`config.mk`:
```
export PLATFORM = sky130hd
export DESIGN_NAME = ssi_seq_inputs
export DESIGN_NICKNAME = d
export VERILOG_FILES = /design/src/hdl/ssi_seq_inputs.v
export VERILOG_INCLUDE_DIRS = /design/src /design/src/shared
export SDC_FILE = /design/constraint.sdc
export NUM_CORES = 1
export LEC_CHECK = 0
export BUFFER_PORTS_ARGS = -buffer_cell sky130_fd_sc_hd__buf_2
export CORE_ASPECT_RATIO = 1.4
export CORE_MARGIN = 2
export CORE_UTILIZATION = 58
export DETAILED_ROUTE_END_ITERATION = 7
export GPL_TIMING_DRIVEN = 1
export PLACE_DENSITY = 0.88
export SLEW_MARGIN = 20
export SYNTH_ARGS = -nofsm -noshare
export SYNTH_HDL_FRONTEND = slang
export SYNTH_SLANG_ARGS = --single-unit
```
`constraint.sdc`:
```
create_clock -name sys_clk -period 2.35 [get_ports sys_clk]
set_clock_uncertainty 0.05 [all_clocks]
set_input_delay 0 -clock sys_clk [delete_from_list [all_inputs] [get_ports sys_clk]]
set_output_delay 0 -clock sys_clk [all_outputs]
set_load 0.01 [all_outputs]
```
`src/shared/ssi_map.vh`:
```
// How it works
// - Parameters pick which function each input and output terminal carries; defaults after reset.
// - Both overtravel inputs start disabled; parameter digits can enable each one.
// - Enabled overtravel input permits motion its direction only while asserted.
// - Overtravel stop uses the method chosen by two stop-method digits.
// - Overtravel prohibition alone never raises the alarm output.
// - In position mode the position loop is suspended during overtravel stop.
// - In torque mode only the first stop-method digit selects the stop.
// - Homing slowdown function comes from digit zero of latch homing parameter.
// - Slowdown switch asserted during search changes speed to approach speed one.
// - Slowdown switch released after assertion switches search to latch operation.
// - Latch trigger assertion captures the feedback pulse counter.
// - Three latch triggers are assigned by digits one to three of that parameter.
`ifndef SSI_MAP_VH
`define SSI_MAP_VH
`define SSI_ADDR_IN_A 4'h0
`define SSI_ADDR_IN_B 4'h1
`define SSI_ADDR_LATCH 4'h2
`define SSI_ADDR_OUT_F 4'h3
`define SSI_ADDR_OUT_L 4'h4
`define SSI_ADDR_STOP 4'h5
`define SSI_ADDR_SPEED 4'h6
`define SSI_ADDR_CTRL 4'h7
`define SSI_ADDR_STAT 4'h8
`define SSI_ADDR_CAP1 4'h9
`define SSI_ADDR_CAP2 4'ha
`define SSI_ADDR_CAP3 4'hb
`define SSI_RST_IN_A 16'h8100
`define SSI_RST_IN_B 16'h6548
`define SSI_RST_LATCH 16'h6543
`define SSI_RST_OUT_F 16'h0000
`define SSI_RST_OUT_L 16'h0100
`define SSI_RST_STOP 16'h0000
`define SSI_RST_SPEED 16'h0000
`define SSI_DIG_DISABLE 4'h8
`define SSI_DIG_ENABLE 4'h7
`define SSI_MODE_POS 2'h0
`define SSI_MODE_SPD 2'h1
`define SSI_MODE_TRQ 2'h2
`endif

```
`src/hdl/ssi_seq_inputs.v`:
```
`include "ssi_map.vh"
module ssi_seq_inputs #(
  parameter CNT_W = 32
) (
  // Clock and reset
  input wire sys_clk,
  input wire reset,
  // Register port
  input wire [3:0] reg_addr,
  input wire [15:0] reg_wdata,
  input wire reg_wr,
  input wire reg_rd,
  output reg [15:0] reg_rdata,
  // Input terminals SI0 to SI6, asynchronous
  input wire [6:0] seq_in_pins,
  // Drive state from the control core
  input wire [CNT_W-1:0] feedback_count,
  input wire motion_fwd_req,
  input wire motion_rev_req,
  input wire drive_fault,
  input wire brake_release,
  input wire homing_start,
  // Results
  output reg forward_travel_block,
  output reg reverse_travel_block,
  output reg [1:0] stop_action,
  output reg position_loop_hold,
  output reg servo_lock_flag,
  output reg homing_slow,
  output reg homing_latch_arm,
  output reg [15:0] approach_speed,
  output reg servo_alarm_out,
  output reg brake_interlock_out,
  output reg [2:0] out_terminals
);
  reg [15:0] input_assign_param_a_r;
  reg [15:0] input_assign_param_b_r;
  reg [15:0] latch_homing_assign_param_r;
  reg [15:0] output_assign_param_first_r;
  reg [15:0] output_assign_param_last_r;
  reg [15:0] stop_method_param_r;
  reg [15:0] origin_approach_speed_one_r;
  reg [1:0] ctrl_mode_r;
  reg [6:0] sync1_r;
  reg [6:0] sync2_r;
  reg [6:0] prev_r;
  reg [2:0] cap_flag_r;
  reg [CNT_W-1:0] cap_r [0:2];
  reg [1:0] home_st_r;
  reg [1:0] home_st_nxt;
  reg [1:0] stop_nxt;
  // Origin search: fast, slow while the slowdown switch holds, then wait for a latch.
  localparam HOME_IDLE = 2'h0;
  localparam HOME_FAST = 2'h1;
  localparam HOME_SLOW = 2'h2;
  localparam HOME_LATCH = 2'h3;
  // Digit decode: 0..6 selects terminal, 7 always on, 8 never on.
  function pick;
    input [3:0] dig;
    input [6:0] lvl;
    begin
      if (dig == `SSI_DIG_ENABLE)
        pick = 1'b1;
      else if (dig < 4'h7)
        pick = lvl[dig[2:0]];
      else
        pick = 1'b0;
    end
  endfunction
  // Output digit: 0 none, 1..3 drives terminal SO1..SO3.
  function [2:0] route;
    input [3:0] dig;
    input src;
    begin
      route = 3'h0;
      if (dig >= 4'h1 && dig <= 4'h3)
        route[dig[1:0] - 2'h1] = src;
    end
  endfunction
  // Overtravel digit: a disabled input (digit 8) leaves its direction permitted.
  function permit;
    input [3:0] dig;
    input [6:0] lvl;
    begin
      if (dig == `SSI_DIG_DISABLE)
        permit = 1'b1;
      else
        permit = pick(dig, lvl);
    end
  endfunction
  // Rising edge of the selected function; a fixed level never makes an edge, so a
  // trigger tied on by digit 7 cannot capture on every clock.
  function rose;
    input [3:0] dig;
    input [6:0] now;
    input [6:0] old;
    begin
      rose = pick(dig, now) & ~pick(dig, old);
    end
  endfunction
  wire fwd_ok = permit(input_assign_param_a_r[15:12], sync2_r);
  wire rev_ok = permit(input_assign_param_b_r[3:0], sync2_r);
  wire dec_lvl = pick(latch_homing_assign_param_r[3:0], sync2_r);
  wire dec_prev = pick(latch_homing_assign_param_r[3:0], prev_r);
  wire [2:0] ext_up;
  assign ext_up[0] = rose(latch_homing_assign_param_r[7:4], sync2_r, prev_r);
  assign ext_up[1] = rose(latch_homing_assign_param_r[11:8], sync2_r, prev_r);
  assign ext_up[2] = rose(latch_homing_assign_param_r[15:12], sync2_r, prev_r);
  // A read of a capture word clears its flag.
  wire [2:0] cap_clr;
  assign cap_clr[0] = reg_rd && reg_addr == `SSI_ADDR_CAP1;
  assign cap_clr[1] = reg_rd && reg_addr == `SSI_ADDR_CAP2;
  assign cap_clr[2] = reg_rd && reg_addr == `SSI_ADDR_CAP3;
  wire fwd_blk = ~fwd_ok & motion_fwd_req;
  wire rev_blk = ~rev_ok & motion_rev_req;
  wire any_blk = fwd_blk | rev_blk;
  // Two flip-flops bring the terminals into the clock domain; prev_r holds the last level.
  always @(posedge sys_clk)
  begin
    if (reset)
    begin
      sync1_r <= 7'h00;
      sync2_r <= 7'h00;
      prev_r <= 7'h00;
    end
    else
    begin
      sync1_r <= seq_in_pins;
      sync2_r <= sync1_r;
      prev_r <= sync2_r;
    end
  end
  // Register writes; defaults restored by reset.
  always @(posedge sys_clk)
  begin
    if (reset)
    begin
      input_assign_param_a_r <= `SSI_RST_IN_A;
      input_assign_param_b_r <= `SSI_RST_IN_B;
      latch_homing_assign_param_r <= `SSI_RST_LATCH;
      output_assign_param_first_r <= `SSI_RST_OUT_F;
      output_assign_param_last_r <= `SSI_RST_OUT_L;
      stop_method_param_r <= `SSI_RST_STOP;
      origin_approach_speed_one_r <= `SSI_RST_SPEED;
      ctrl_mode_r <= `SSI_MODE_POS;
    end
    else if (reg_wr)
    begin
      case (reg_addr)
        `SSI_ADDR_IN_A: input_assign_param_a_r <= reg_wdata;
        `SSI_ADDR_IN_B: input_assign_param_b_r <= reg_wdata;
        `SSI_ADDR_LATCH: latch_homing_assign_param_r <= reg_wdata;
        `SSI_ADDR_OUT_F: output_assign_param_first_r <= reg_wdata;
        `SSI_ADDR_OUT_L: output_assign_param_last_r <= reg_wdata;
        `SSI_ADDR_STOP: stop_method_param_r <= reg_wdata;
        `SSI_ADDR_SPEED: origin_approach_speed_one_r <= reg_wdata;
        `SSI_ADDR_CTRL: ctrl_mode_r <= reg_wdata[1:0];
        // Writes to the status and capture words are ignored.
        default: ctrl_mode_r <= ctrl_mode_r;
      endcase
    end
  end
  // Capture; a read of a capture word clears its flag, a new capture wins.
  always @(posedge sys_clk)
  begin
    if (reset)
    begin
      cap_flag_r <= 3'h0;
      cap_r[0] <= {CNT_W{1'b0}};
      cap_r[1] <= {CNT_W{1'b0}};
      cap_r[2] <= {CNT_W{1'b0}};
    end
    else
    begin
      if (ext_up[0])
        cap_r[0] <= feedback_count;
      if (ext_up[1])
        cap_r[1] <= feedback_count;
      if (ext_up[2])
        cap_r[2] <= feedback_count;
      cap_flag_r <= (cap_flag_r & ~cap_clr) | ext_up;
    end
  end
  // A start request while a search runs is ignored.
  always @*
  begin
    home_st_nxt = home_st_r;
    case (home_st_r)
      HOME_IDLE:
        if (homing_start)
          home_st_nxt = HOME_FAST;
      HOME_FAST:
        if (dec_lvl)
          home_st_nxt = HOME_SLOW;
      HOME_SLOW:
        if (!dec_lvl && dec_prev)
          home_st_nxt = HOME_LATCH;
      HOME_LATCH:
        if (ext_up[0])
          home_st_nxt = HOME_IDLE;
      default: home_st_nxt = HOME_IDLE;
    endcase
  end
  always @(posedge sys_clk)
  begin
    if (reset)
      home_st_r <= HOME_IDLE;
    else
      home_st_r <= home_st_nxt;
  end
  // Stop method for a blocked request; torque mode ignores the second digit.
  always @*
  begin
    if (!any_blk)
      stop_nxt = 2'h0;
    else if (ctrl_mode_r == `SSI_MODE_TRQ)
      stop_nxt = {1'b0, stop_method_param_r[0]};
    else
      stop_nxt = {stop_method_param_r[4], stop_method_param_r[0]};
  end
  // Overtravel results, all from flip-flops.
  always @(posedge sys_clk)
  begin
    if (reset)
    begin
      forward_travel_block <= 1'b0;
      reverse_travel_block <= 1'b0;
      stop_action <= 2'h0;
      position_loop_hold <= 1'b0;
      servo_lock_flag <= 1'b0;
    end
    else
    begin
      forward_travel_block <= fwd_blk;
      reverse_travel_block <= rev_blk;
      stop_action <= stop_nxt;
      position_loop_hold <= any_blk && ctrl_mode_r == `SSI_MODE_POS;
      // Servo lock is held only when the whole second stop digit asks for it.
      servo_lock_flag <= any_blk && ctrl_mode_r != `SSI_MODE_TRQ
        && stop_method_param_r[7:4] == 4'h1;
    end
  end
  // Homing flags follow the next state so they line up with the state register.
  always @(posedge sys_clk)
  begin
    if (reset)
    begin
      homing_slow <= 1'b0;
      homing_latch_arm <= 1'b0;
      approach_speed <= 16'h0000;
    end
    else
    begin
      homing_slow <= home_st_nxt == HOME_SLOW;
      homing_latch_arm <= home_st_nxt == HOME_LATCH;
      approach_speed <= origin_approach_speed_one_r;
    end
  end
  // Alarm, brake and terminal routing; an overtravel block never reaches the alarm.
  always @(posedge sys_clk)
  begin
    if (reset)
    begin
      servo_alarm_out <= 1'b0;
      brake_interlock_out <= 1'b0;
      out_terminals <= 3'h0;
    end
    else
    begin
      servo_alarm_out <= ~drive_fault;
      brake_interlock_out <= brake_release;
      out_terminals <= route(output_assign_param_last_r[11:8], brake_release)
        | route(output_assign_param_first_r[3:0], ~drive_fault);
    end
  end
  // Read data one cycle after the strobe.
  always @(posedge sys_clk)
  begin
    if (reset)
      reg_rdata <= 16'h0000;
    else if (reg_rd)
    begin
      case (reg_addr)
        `SSI_ADDR_IN_A: reg_rdata <= input_assign_param_a_r;
        `SSI_ADDR_IN_B: reg_rdata <= input_assign_param_b_r;
        `SSI_ADDR_LATCH: reg_rdata <= latch_homing_assign_param_r;
        `SSI_ADDR_OUT_F: reg_rdata <= output_assign_param_first_r;
        `SSI_ADDR_OUT_L: reg_rdata <= output_assign_param_last_r;
        `SSI_ADDR_STOP: reg_rdata <= stop_method_param_r;
        `SSI_ADDR_SPEED: reg_rdata <= origin_approach_speed_one_r;
        `SSI_ADDR_CTRL: reg_rdata <= {14'h0000, ctrl_mode_r};
        `SSI_ADDR_STAT: reg_rdata <= {4'h0, cap_flag_r, home_st_r, sync2_r};
        // Capture words return only the low half of the counter.
        `SSI_ADDR_CAP1: reg_rdata <= cap_r[0][15:0];
        `SSI_ADDR_CAP2: reg_rdata <= cap_r[1][15:0];
        `SSI_ADDR_CAP3: reg_rdata <= cap_r[2][15:0];
        default: reg_rdata <= 16'h0000;
      endcase
    end
    else
      reg_rdata <= 16'h0000;
  end
endmodule

```
==> results.md, run 1 <==
- The sequential power share is 0.503.
- Of the cells placed in the final design, the portion with a size suffix greater than 1 is 0.167.
- Clock-pin slew was measured on the worst setup and hold paths at 0.06 ns.
- Of the total power, combinational logic draws 0.070.
- By instance count, the leading cell after synthesis is nand2_1.
- The share of the synthesized area in the top cell type is 0.405.
- The reported max-cap violation count is 0.
- The die width is 110 um.
- The sequential fraction of the synthesis area is 0.563.
- The number of buffers and inverters on the critical path is 1.
- The worst setup path is captured at a flip-flop.
- After synthesis the netlist holds a flip-flop and latch count of 233.
- The number of design-rule violations left by the first detailed-router iteration is 1159.
- The achievable clock frequency is 449 MHz.
- In the final routed layout, each cell accounts on average for 21.2 um.
- Of the total power, the clock network draws 0.428.
- The kind of start point of the critical path is a flip-flop.
- Once layout is complete, the cells apart from fillers number 1309.
- The slowest stage of the critical path belongs to the cell mux4_2.
- TritonCTS built the clock tree.
- Data arrives at the worst endpoint at 2.42 ns.
- The number of antenna diodes in the final layout is 0.
- Yosys mapped a number of flops with a built-in enable equal to 48.
- Walking the worst path, the cells encountered are nor2b_1, mux4_2, o21ai_2, a31oi_4, buf_12, and2_1.
- After detailed routing, the number of remaining DRC violations is 4.
- Summing all multi-input logic gate instances after layout gives 3690 sq um.
- The die covers 16800 sq um.
- Entering global routing, the biggest net connects 69 pins.
- Of all flip-flops after synthesis, the portion carrying an async set or reset was 0.
- The commonest cells after synthesis are nand2_1, dfxtp_1, a21oi_1.
- Of the total synthesized cell area, the portion taken by full adders, half adders and majority gates is 0.
- Power spread over the standard cell area amounts to 765 nW/um^2.
- In this run the static leakage power is 4.21 nW.
- At the end of routability-driven placement, the weighted congestion stood at 0.955.
- The tree built by TritonCTS fans out to 233 sinks.
- The via count of the first global-routing pass came to 7987.
- The net count of the finished layout is 1165.
- Before CTS, the worst setup slack after placement is 0.158 ns.
- The final total power is 0.00859 W.
- The final critical-path setup slack is 0.122 ns.
- For the pin with the worst max-slew slack, the measured transition is 0.759 ns.
- The largest single stage delay on the critical path is 0.49 ns.
- The area of the placeable core is 15500 sq um.
- The switching power of the nets is 0.00194 W.
- The global router's overall resource usage is 0.329.
- Setup violations remaining at the end of the flow were counted as 0.
- The top cell family by delay on the critical path is multiplexers.
- Setup repair after global routing left no endpoint under its margin.
- The setup path with the least slack is of type flip-flop to flip-flop.
- After synthesis, the mean cell area works out to 9.62 sq um.
- For this run, the number of Yosys warnings is 0.
- The buffer levels on the longest clock path is 3.
- The number of endpoints with negative hold slack in the final report is 0.
- The share of the cycle needed by the critical path after routing is 0.948.
- The count of nets left with antenna violations once routing finished came out at 0.
- The run finished, with violations left.
- The effective utilization at floorplan is 0.589.
- The number of fillers in the final layout is 1087.
- The number of optimization iterations in the first detailed-route pass is 8.
- Including well taps, the total number of placed cells is 1217.
- Counting I/O delays and the setup requirement, the final critical path takes 2.23 ns.
- After global routing the overflow that remains totals 0.
- The synthesized-area fraction occupied by ao, oa, aoi and oai cells is 0.171.
- The boundary pin count is 113.
- CTS built an H-tree with a depth of 1.
- Among all flip-flop cells after synthesis, the most frequent one is dfxtp_1.
- The count of different cell masters after synthesis is 56.
- On the final layout, the worst hold slack is 0.115 ns.
- The mapped netlist covers 9150 sq um.
- Setup total negative slack on the finished layout was measured at 0 ns.
- Buffers placed on the I/O ports in this run total 96.
- From bottom edge to top edge, the die measures 153 um.
- Of the post-synthesis cell area, the part taken by muxes is 0.0205.
- The register cell area after layout is 5140 sq um.
- The wire length of the first global-routing pass is 42.7 mm.
- In the post-synthesis netlist, the biggest area contributors are dfxtp_1, edfxtp_1, nand2_1.
- The worst-case IR drop observed on VDD is 0.666 mV.
- The XOR/XNOR share of the synthesized area is 0.
- When the netlist entered floorplanning its net count stood at 1019.
- The overall routed net length is 27.8 mm.
- Detailed placement ended at an HPWL of 18.1 mm.
- The buffer type at the clock tree root is clkbuf_16.
- Compared with the post-synthesis result, the final layout area differs by 22.7%.
- The total via count in the routed design is 8245.
- Along the worst path, the maximum fanout reaches 16.
- The clock latency of the later-clocked register in the worst-skew pair is 0.51 ns.
- In the routed layout, each cell is associated on average with a via count of 6.30.
- The final count of pins violating max slew is 0.
- The internal cell power is 0.00665 W.
- The floorplan has 54 rows.
- By area, the combinational part of the netlist is dominated by simple AND/OR/NAND/NOR gates.
- Of all cell types, the one taking the most synthesized area is dfxtp_1.
- Of the total power, the share spent switching nets is 0.226.
- The initial antenna violation count came to 0.
- The share of synthesized cell area in and, or, nand and nor gates is 0.211.
- The number of buffers created by CTS is 23.
- Data on the critical path is required at its endpoint by 2.54 ns.
- The checks that failed: design-rule violations.
- The headroom to the max-slew limit is 0.493.
- Synthesis produced a netlist whose cell count is 951.
- In this run the worst hold path is classified as primary input to flip-flop.
[worst register-to-register path, stage by stage, from the launching register on]
cell	delay [ns]
dfxtp_1	0.40
nor2b_1	0.19
mux4_2	0.49
o21ai_2	0.32
a31oi_4	0.14
buf_12	0.18
and2_1	0.19
[path summary, 6_finish.rpt]
path	start	end	slack (ns)	cells past startpoint
worst min-delay path	reg_wr	output_assign_param_first_r[14]	0.12	4
worst max register to register	sync2_r[6]	cap_r[0][65]	0.12	6
worst min register to register	input_assign_param_b_r[9]	input_assign_param_b_r[9]	0.41	2
worst max-delay path	sync2_r[6]	cap_r[0][65]	0.12	6
[through the flow]
step,utilization,area (sq um)
after floorplan,-,9150
after global placement,0.640,9950
after detailed placement,0.640,9950
after CTS,0.722,11200
after global routing,0.722,11200
final,0.722,11200
[sequential cells by signal, summed over array words and instances (netlist names), 2 cells and up]
register and count:
origin_approach_speed_one_r 16, reg_rdata 16, cap_flag_r 3, output_assign_param_first_r 16
input_assign_param_b_r 16, latch_homing_assign_param_r 16, out_terminals 3, prev_r 7
approach_speed 16, output_assign_param_last_r 16, input_assign_param_a_r 16, sync2_r 7
home_st_r 2, stop_method_param_r 16, stop_action 2, sync1_r 7
ctrl_mode_r 2, cap_r 48
[placed cells by master (no fill, tap or decap), types with 3 or more instances in the layout]
cell and instances:
o21ai_0 6, buf_2 95, mux2i_1 12, nor3b_1 3, nand2b_1 7, clkinv_2 3
a31oi_1 12, a221oi_1 23, a222oi_1 11, clkbuf_16 25, dfxtp_1 185, clkbuf_1 5
edfxtp_1 48, inv_1 10, a211o_1 7, buf_12 6, clkbuf_8 4, and3_1 11
mux4_2 3, a22oi_1 24, a22o_1 21, nor3_2 3, and2_1 23, nand3b_1 18
buf_4 34, a21oi_1 115, nand2_1 233, nor4_1 3, nor2_1 19, nor2b_1 45
nand3_1 4, dlygate4sd3_1 50, nor3_1 4
[cell families after synthesis]
| family | count (synthesis) |
|---|---|
| mux | 15 |
| compound gates | 235 |
| buf+inv | 73 |
| flops | 233 |
| simple gates | 395 |
[layer usage]
layer / wire, um / track usage / vias up
met5: 0 / 0 / -
met4: 1600 / 0.164 / 0
met3: 3340 / 0.0672 / 136
met2: 12900 / 0.528 / 663
met1: 9930 / 0.417 / 3781
li1: - / - / 3665
[area by class of cell]
type,count,area share
clock buffer,34,0.0623
inverter,9,0.00301
timing repair buffer,185,0.120
multi-input combinational,645,0.328
clock inverter,7,0.00580
sequential,233,0.458
tap,196,0.0218
[power groups by stage]
| stage | combinational [W] | sequential (W) | clock, W |
|---|---|---|---|
| CTS | 0.000577 | 0.00431 | 0.00370 |
| floorplan | 0.000281 | 0.00437 | 0 |
| global route | 0.000628 | 0.00432 | 0.00386 |
| finish | 0.000598 | 0.00432 | 0.00367 |
| global placement | 0.000501 | 0.00439 | 0 |
| detailed placement | 0.000510 | 0.00440 | 0 |
[timing repair]
item	CTS	global route
hold buffers	50	0
setup buffers	0	1
endpoints found under the setup margin	0	49
endpoints found under the hold margin	186	0
resized for setup	0	1
Power figures use the tool's default switching activity.
==> run 2: changes to the inputs <==
- RECOVER_POWER: not set -> 25
==> run 2 against run 1 <==
  * The flow now finishes without violations
  * Power barely moved
  * Combinational power fell by 1%
  * Final cell count did not move
  * Critical path depth did not move
  * Flip-flop and latch count did not move
  * Utilization fell by 0.42 points
  * Count of clock-buffer cells in the layout did not move
  * Sequential power barely moved
  * Global-route usage did not move
  * Critical endpoint unchanged
==> results.md, run 2 (synthesis gave the netlist of run 1 again) <==
- The register with the most flip-flops in the final layout is cap_r.
- The post-layout instance count excluding filler cells is 1309 (unchanged).
- The overall overflow remaining after global route is 0 (unchanged).
- The achievable clock frequency is 449 MHz (about the same).
- The DRC violation count after routing is 0 (-4).
- The total negative slack is 0 ns (unchanged).
- TritonCTS built the clock tree.
- The average wire per standard cell is 21.1 um (-0.76%).
- The wire length of the first global-routing pass was 42.7 mm (unchanged).
- The number of design-rule violations left by the first detailed-router iteration is 1164 (+0.43%).
- The clock latency of the later-clocked register in the worst-skew pair is 0.51 ns (about the same).
- The H-tree depth reported by CTS is 1 (unchanged).
- The data required time of the critical path is 2.54 ns (about the same).
- The routability congestion estimate from global placement was 0.955 (unchanged).
- The number of flip-flops in the largest register is 48 (unchanged).
- The headroom to the max-slew limit is 0.0897 (-0.403).
- The antenna diode count is 0 (unchanged).
- The kind of start point of the critical path is a flip-flop.
- The number of endpoints with negative hold slack in the final report is 0 (unchanged).
- The cell count after placement came to 1217 (unchanged).
- The critical path ends at cap_r[0][65].
- The number of nets in the layout is 1165 (unchanged).
- The path class of the lowest-slack min-delay path is primary input to flip-flop.
- The proportion of layout cells with a drive suffix above 1 is 0.126 (-0.0413).
- The area of the multi-input gates is 3690 sq um (unchanged).
- The area of the placeable core is 15500 sq um (unchanged).
- The time the final worst path needs with I/O delays and setup was 2.23 ns (+0.000276 ns).
- The initial antenna violation count is 0 (unchanged).
- The reported max-cap violation count came to 0 (unchanged).
- The worst hold path startpoint is reg_wr.
- The via count of the first global-routing pass is 7987 (unchanged).
- The critical path is of the flip-flop to flip-flop type.
- The global router's overall resource usage is 0.329 (unchanged).
- In this run the clock root is driven by a clkbuf_16.
- The maximum number of pins on one net before global-route repair is 69 (unchanged).
- The final total power is 0.00859 W (about the same).
- The die width was 110 um (unchanged).
- The final count of pins violating max slew is 0 (unchanged).
- The die height is 153 um (unchanged).
- The number of buffers created by CTS is 23 (unchanged).
- The number of fillers in the final layout is 1125 (+3.5%).
- The effective utilization at floorplan came to 0.589 (unchanged).
- The register cell area after layout is 5140 sq um (unchanged).
- The final count of negative-setup-slack endpoints is 0 (unchanged).
- The worst-margin pin slew is 1.37 ns (+0.606 ns).
- The top fanout value on the critical path came to 16 (unchanged).
- The count of cells along the worst register-to-register path is 6 (unchanged).
- The area of the die is 16800 sq um (unchanged).
- The top cell types in the final layout, fill and taps aside, are nand2_1, dfxtp_1, a21oi_1.
- The reg-to-reg endpoint is cap_r[0][65].
- The total via count in the routed design is 8180 (-0.79%).
- The boundary pin count came to 113 (unchanged).
- The run finished with clean final reports.
- The buffer levels on the longest clock path is 3 (unchanged).
- The number of rows created at floorplan is 54 (unchanged).
- Setup repair after global routing left no endpoint under its margin.
- The power per cell area is 769 nW/um^2 (+0.56%).
- The overall routed net length is 27.6 mm (-0.76%).
- The clock sink count is 233 (unchanged).
- In this run the critical register-to-register path is launched from sync2_r[6].
- The minimum setup slack among reg-to-reg paths is 0.12 ns (about the same).
- The layout-stage area growth over the synthesis result is 22.0%.
- The clock-pin transition on the worst setup and hold timing paths is 0.06 ns (about the same).
- The average vias per placed instance is 6.25 (-0.79%).
- The library cell used most frequently in the layout, excluding fill and tap cells, is nand2_1.
- The arrival time reported for the critical path endpoint came to 2.42 ns (about the same).
- The source of the critical timing path is sync2_r[6].
- The hold slack is 0.106 ns (-0.00926 ns).
- The post-route antenna net violation count is 0 (unchanged).
- The share of the cycle needed by the critical path after routing came to 0.948 (about the same).
- The estimated wirelength of the detail-placed design is 18.1 mm (unchanged).
- The largest vdd supply drop is 0.660 mV (-0.78%).
- The number of optimization iterations in the first detailed-route pass is 8 (unchanged).
- The count of buffers inserted at the top-level ports is 96 (unchanged).
- The nature of the critical path endpoint is a flip-flop.
- The reported leakage power came to 4.01 nW (-4.7%).
## run 2: changes by cell type in the layout (fill, tap and decap cells not counted), sizes merged
cell | before | now
clkbuf | 34 | 82
buf | 135 | 87
## run 2: power breakdown
group / total (W) / internal [W] / switching [W] / leakage (nW)
clock network: 0.00368 / 0.00217 / 0.00150 / 0.379
registers: 0.00432 / 0.00423 / 0.0000861 / 2.00
logic: 0.000591 / 0.000240 / 0.000351 / 1.63
## run 2: worst min path at each step
stage | endpoint | depth (start not counted) | slack, ns
final | output_assign_param_first_r[14] | 4 | 0.11
after CTS | output_assign_param_first_r[14] | 4 | 0.08
after floorplan | servo_alarm_out | 1 | 0.02
after global placement | servo_alarm_out | 2 | 0.17
after global routing | output_assign_param_first_r[14] | 4 | 0.12
after detailed placement | sync1_r[4] | 2 | 0.17
## run 2: per-layer routing
metal  track usage  share of wire  vias up
li1              -              -     3665
met2         0.528           0.46      611
met5             0              0        -
met3        0.0672           0.12      163
met4         0.164          0.061        0
met1         0.417           0.36     3741
## run 2: critical path: stages, from the launching register on
cell     delay (ns)
dfxtp_1        0.41
nor2b_1        0.19
mux4_2         0.49
o21ai_2        0.31
a31oi_4        0.14
buf_12         0.18
and2_1         0.18
## run 2: per-stage QoR
| stage | worst slack [ns] | area, sq um | util |
|---|---|---|---|
| floorplan | 0.329 | 9150 | - |
| global placement | 0.235 | 9950 | 0.640 |
| detailed placement | 0.158 | 9950 | 0.640 |
| CTS | 0.110 | 11200 | 0.722 |
| global route | 0.0272 | 11200 | 0.718 |
| finish | 0.122 | 11200 | 0.718 |
## run 2: what timing repair did
item	in CTS	in global routing
hold buffers	50	0
resized for setup	0	1
endpoints found under the setup margin	0	49
buffers inserted	0	1
endpoints found under the hold margin	186	0
## run 2: cell type report
| type | instances | share of cell area |
|---|---|---|
| clock buffers | 34 | 0.0627 |
| clock inverters | 7 | 0.00583 |
| inverters | 9 | 0.00303 |
| multi-input cells | 645 | 0.330 |
| flip-flops and latches | 233 | 0.461 |
| well taps | 196 | 0.0220 |
| repair buffers | 185 | 0.115 |
==> run 3: changes to the inputs <==
- BUFFER_PORTS_ARGS: -buffer_cell sky130_fd_sc_hd__buf_2 -> not set
- CORE_UTILIZATION: 58 -> 60
- DONT_BUFFER_PORTS: not set -> 1
- PLACE_DENSITY: 0.88 -> 0.84
==> run 3 against run 2 <==
  * The run now ends with design-rule violations left
  * Hold slack worse by 0.086 ns
  * Largest power group unchanged
  * Die area down 3.2%
  * Global-route usage up 3.6 points
  * Highest routed layer unchanged
  * Final area up 0.59%
==> results.md, run 3 (synthesis gave the netlist of run 1 again) <==
- The boundary pin count was 113 (unchanged).
- The number of nets in the layout is 1117 (-4.1%).
- The number of endpoints with negative hold slack in the final report is 0 (unchanged).
- The effective utilization at floorplan is 0.610 (+0.0217).
- The routability congestion estimate from global placement is 0.954 (about the same).
- The headroom to the max-slew limit is 0.385 (+0.295).
- The number of flip-flops in the largest register is 48 (unchanged).
- The global router's overall resource usage is 0.365 (+0.0360).
- The nature of the critical path endpoint is a flip-flop.
- The final count of negative-setup-slack endpoints is 0 (unchanged).
- In the layout the commonest cells are nand2_1, dfxtp_1, a21oi_1.
- The achievable clock frequency is 440 MHz (-2.0%).
- The overall routed net length is 30.0 mm (+8.7%).
- The number of rows created at floorplan is 53 (-1.9%).
- The average wire per standard cell came to 23.8 um (+13%).
- The data required time of the critical path is 2.75 ns (+0.21 ns).
- The largest vdd supply drop is 0.647 mV (-2.0%).
- The number of fillers in the final layout is 984 (-13%).
- The total negative slack was 0 ns (unchanged).
- The post-route antenna net violation count is 0 (unchanged).
- The average vias per placed instance came to 6.65 (+6.5%).
- The total placed instance area is 9370 sq um (-5.8%).
- The via count of the first global-routing pass came to 7965 (-0.28%).
- The DRC violation count after routing is 8 (+8).
- The reported leakage power is 4.08 nW (+1.6%).
- Clock tree synthesis selected as its root buffer the cell clkbuf_16.
- The register cell area after layout is 5140 sq um (unchanged).
- The final count of pins violating max slew is 0 (unchanged).
- The library cell used most frequently in the layout, excluding fill and tap cells, is nand2_1.
- The critical path is of the primary input to flip-flop type.
- The time the final worst path needs with I/O delays and setup is 2.27 ns (+0.0450 ns).
- The proportion of layout cells with a drive suffix above 1 is 0.0845 (-0.0413).
- The clock-pin transition on the worst setup and hold timing paths is 0.06 ns (about the same).
- Tracing the worst setup path back leads to its startpoint at reg_addr[0].
- The die height is 150 um (-1.6%).
- The launch point of the worst reg-to-reg path is latch_homing_assign_param_r[5].
- The worst-margin pin slew is 0.920 ns (-0.446 ns).
- The buffer levels on the longest clock path is 3 (unchanged).
- cap_r holds more flip-flops than any other register.
- The estimated wirelength of the detail-placed design is 17.6 mm (-2.9%).
- The top fanout value on the critical path is 17 (+1).
- The area of the placeable core is 15000 sq um (-3.6%).
- The final core utilization is 0.749 (+0.0309).
- The maximum number of pins on one net before global-route repair is 132 (+91%).
- The area of the die came to 16300 sq um (-3.2%).
- The cell count after placement came to 1108 (-9.0%).
- The reported max-cap violation count is 0 (unchanged).
- The number of buffers created by CTS is 22 (-4.3%).
- The area of the multi-input gates came to 3690 sq um (+0.17%).
- The overall overflow remaining after global route is 0 (unchanged).
- The count of buffers inserted at the top-level ports is 0 (-100%).
- The H-tree depth reported by CTS was 1 (unchanged).
- The die width was 108 um (-1.6%).
- The final reports fail on design-rule violations.
- The number of design-rule violations left by the first detailed-router iteration was 1484 (+27%).
- The initial antenna violation count is 0 (unchanged).
- The power per cell area is 754 nW/um^2 (-1.9%).
- The final total power is 0.00847 W (-1.3%).
- The worst hold path startpoint is reg_addr[1].
- The kind of start point of the critical path is a primary input.
- The wire length of the first global-routing pass is 45.2 mm (+5.9%).
- The layout-stage area growth over the synthesis result is 22.8%.
- The arrival time reported for the critical path endpoint is 2.68 ns (+0.26 ns).
- TritonCTS built the clock tree.
- The total via count in the routed design is 8371 (+2.3%).
- The clock sink count came to 233 (unchanged).
- The total non-filler cell area in the finished layout is 11200 sq um (+0.59%).
- The run finished, with violations left.
- The post-layout instance count excluding filler cells came to 1258 (-3.9%).
- The path class of the lowest-slack min-delay path is primary input to flip-flop.
- The number of optimization iterations in the first detailed-route pass was 8 (unchanged).
- The share of the cycle needed by the critical path after routing is 0.967 (+0.0191).
- The clock latency of the later-clocked register in the worst-skew pair is 0.51 ns (about the same).
==> run 3: cell count changes in the layout (fill, tap and decap cells not counted), moves of 2 or more <==
cell,previous run,this run
clkbuf_2,2,0
buf_4,31,28
buf_12,6,4
nand2_2,0,2
buf_2,50,0
clkbuf_1,51,2
dlygate4sd3_1,50,104
nand2_1,233,231
clkbuf_16,25,23
==> run 3: timing repair <==
action	in CTS	in global routing
buffers inserted	0	3
endpoints found under the setup margin	0	59
endpoints found under the hold margin	270	15
hold buffers	105	1
gates resized for setup	0	6
==> run 3: routing by layer <==
| layer | part of all wire | vias to the layer above | wire length [um] | global-route usage |
|---|---|---|---|---|
| met4 | 0.074 | 0 | 2230 | 0.224 |
| met2 | 0.45 | 726 | 13600 | 0.571 |
| met5 | 0 | - | 0 | 0 |
| li1 | - | 3566 | - | - |
| met3 | 0.12 | 200 | 3700 | 0.0745 |
| met1 | 0.35 | 3879 | 10500 | 0.463 |
==> run 3: worst paths after layout <==
kind | end | slack (ns) | cells after the start
worst min register to register | input_assign_param_b_r[7] | 0.41 | 2
worst max-delay path | output_assign_param_first_r[10] | 0.08 | 9
worst min-delay path | output_assign_param_last_r[6] | 0.02 | 5
worst max register to register | cap_r[0][71] | 0.09 | 6
==> run 3: layout make-up <==
class,instances,share of cell area
Multi-Input combinational cell,645,0.329
Tap cell,192,0.0214
Antenna cell,1,0.000223
Clock inverter,9,0.00735
Timing Repair Buffer,138,0.122
Sequential cell,233,0.458
Clock buffer,31,0.0587
Inverter,9,0.00301
==> run 3: stage by stage <==
step	hold slack, ns	setup WS (ns)
final	0.0197	0.0771
after floorplan	0.0224	0.329
after global placement	0.0222	0.232
after global routing	0.0416	-0.0178
after CTS	0.00398	0.0566
after detailed placement	0.0251	0.182
==> run 3: report_power, final <==
part	total [W]	switching (W)	internal, W
registers	0.00432	0.0000889	0.00423
logic	0.000540	0.000315	0.000225
clock network	0.00361	0.00153	0.00208
==> run 3: critical path, stage by stage <==
cell           delay (ns)
dlygate4sd3_1        0.69
nand2_1              0.18
nor3_2               0.15
buf_4                0.33
and2_2               0.30
buf_4                0.23
nand2_1              0.09
a21oi_1              0.12
dlygate4sd3_1        0.57
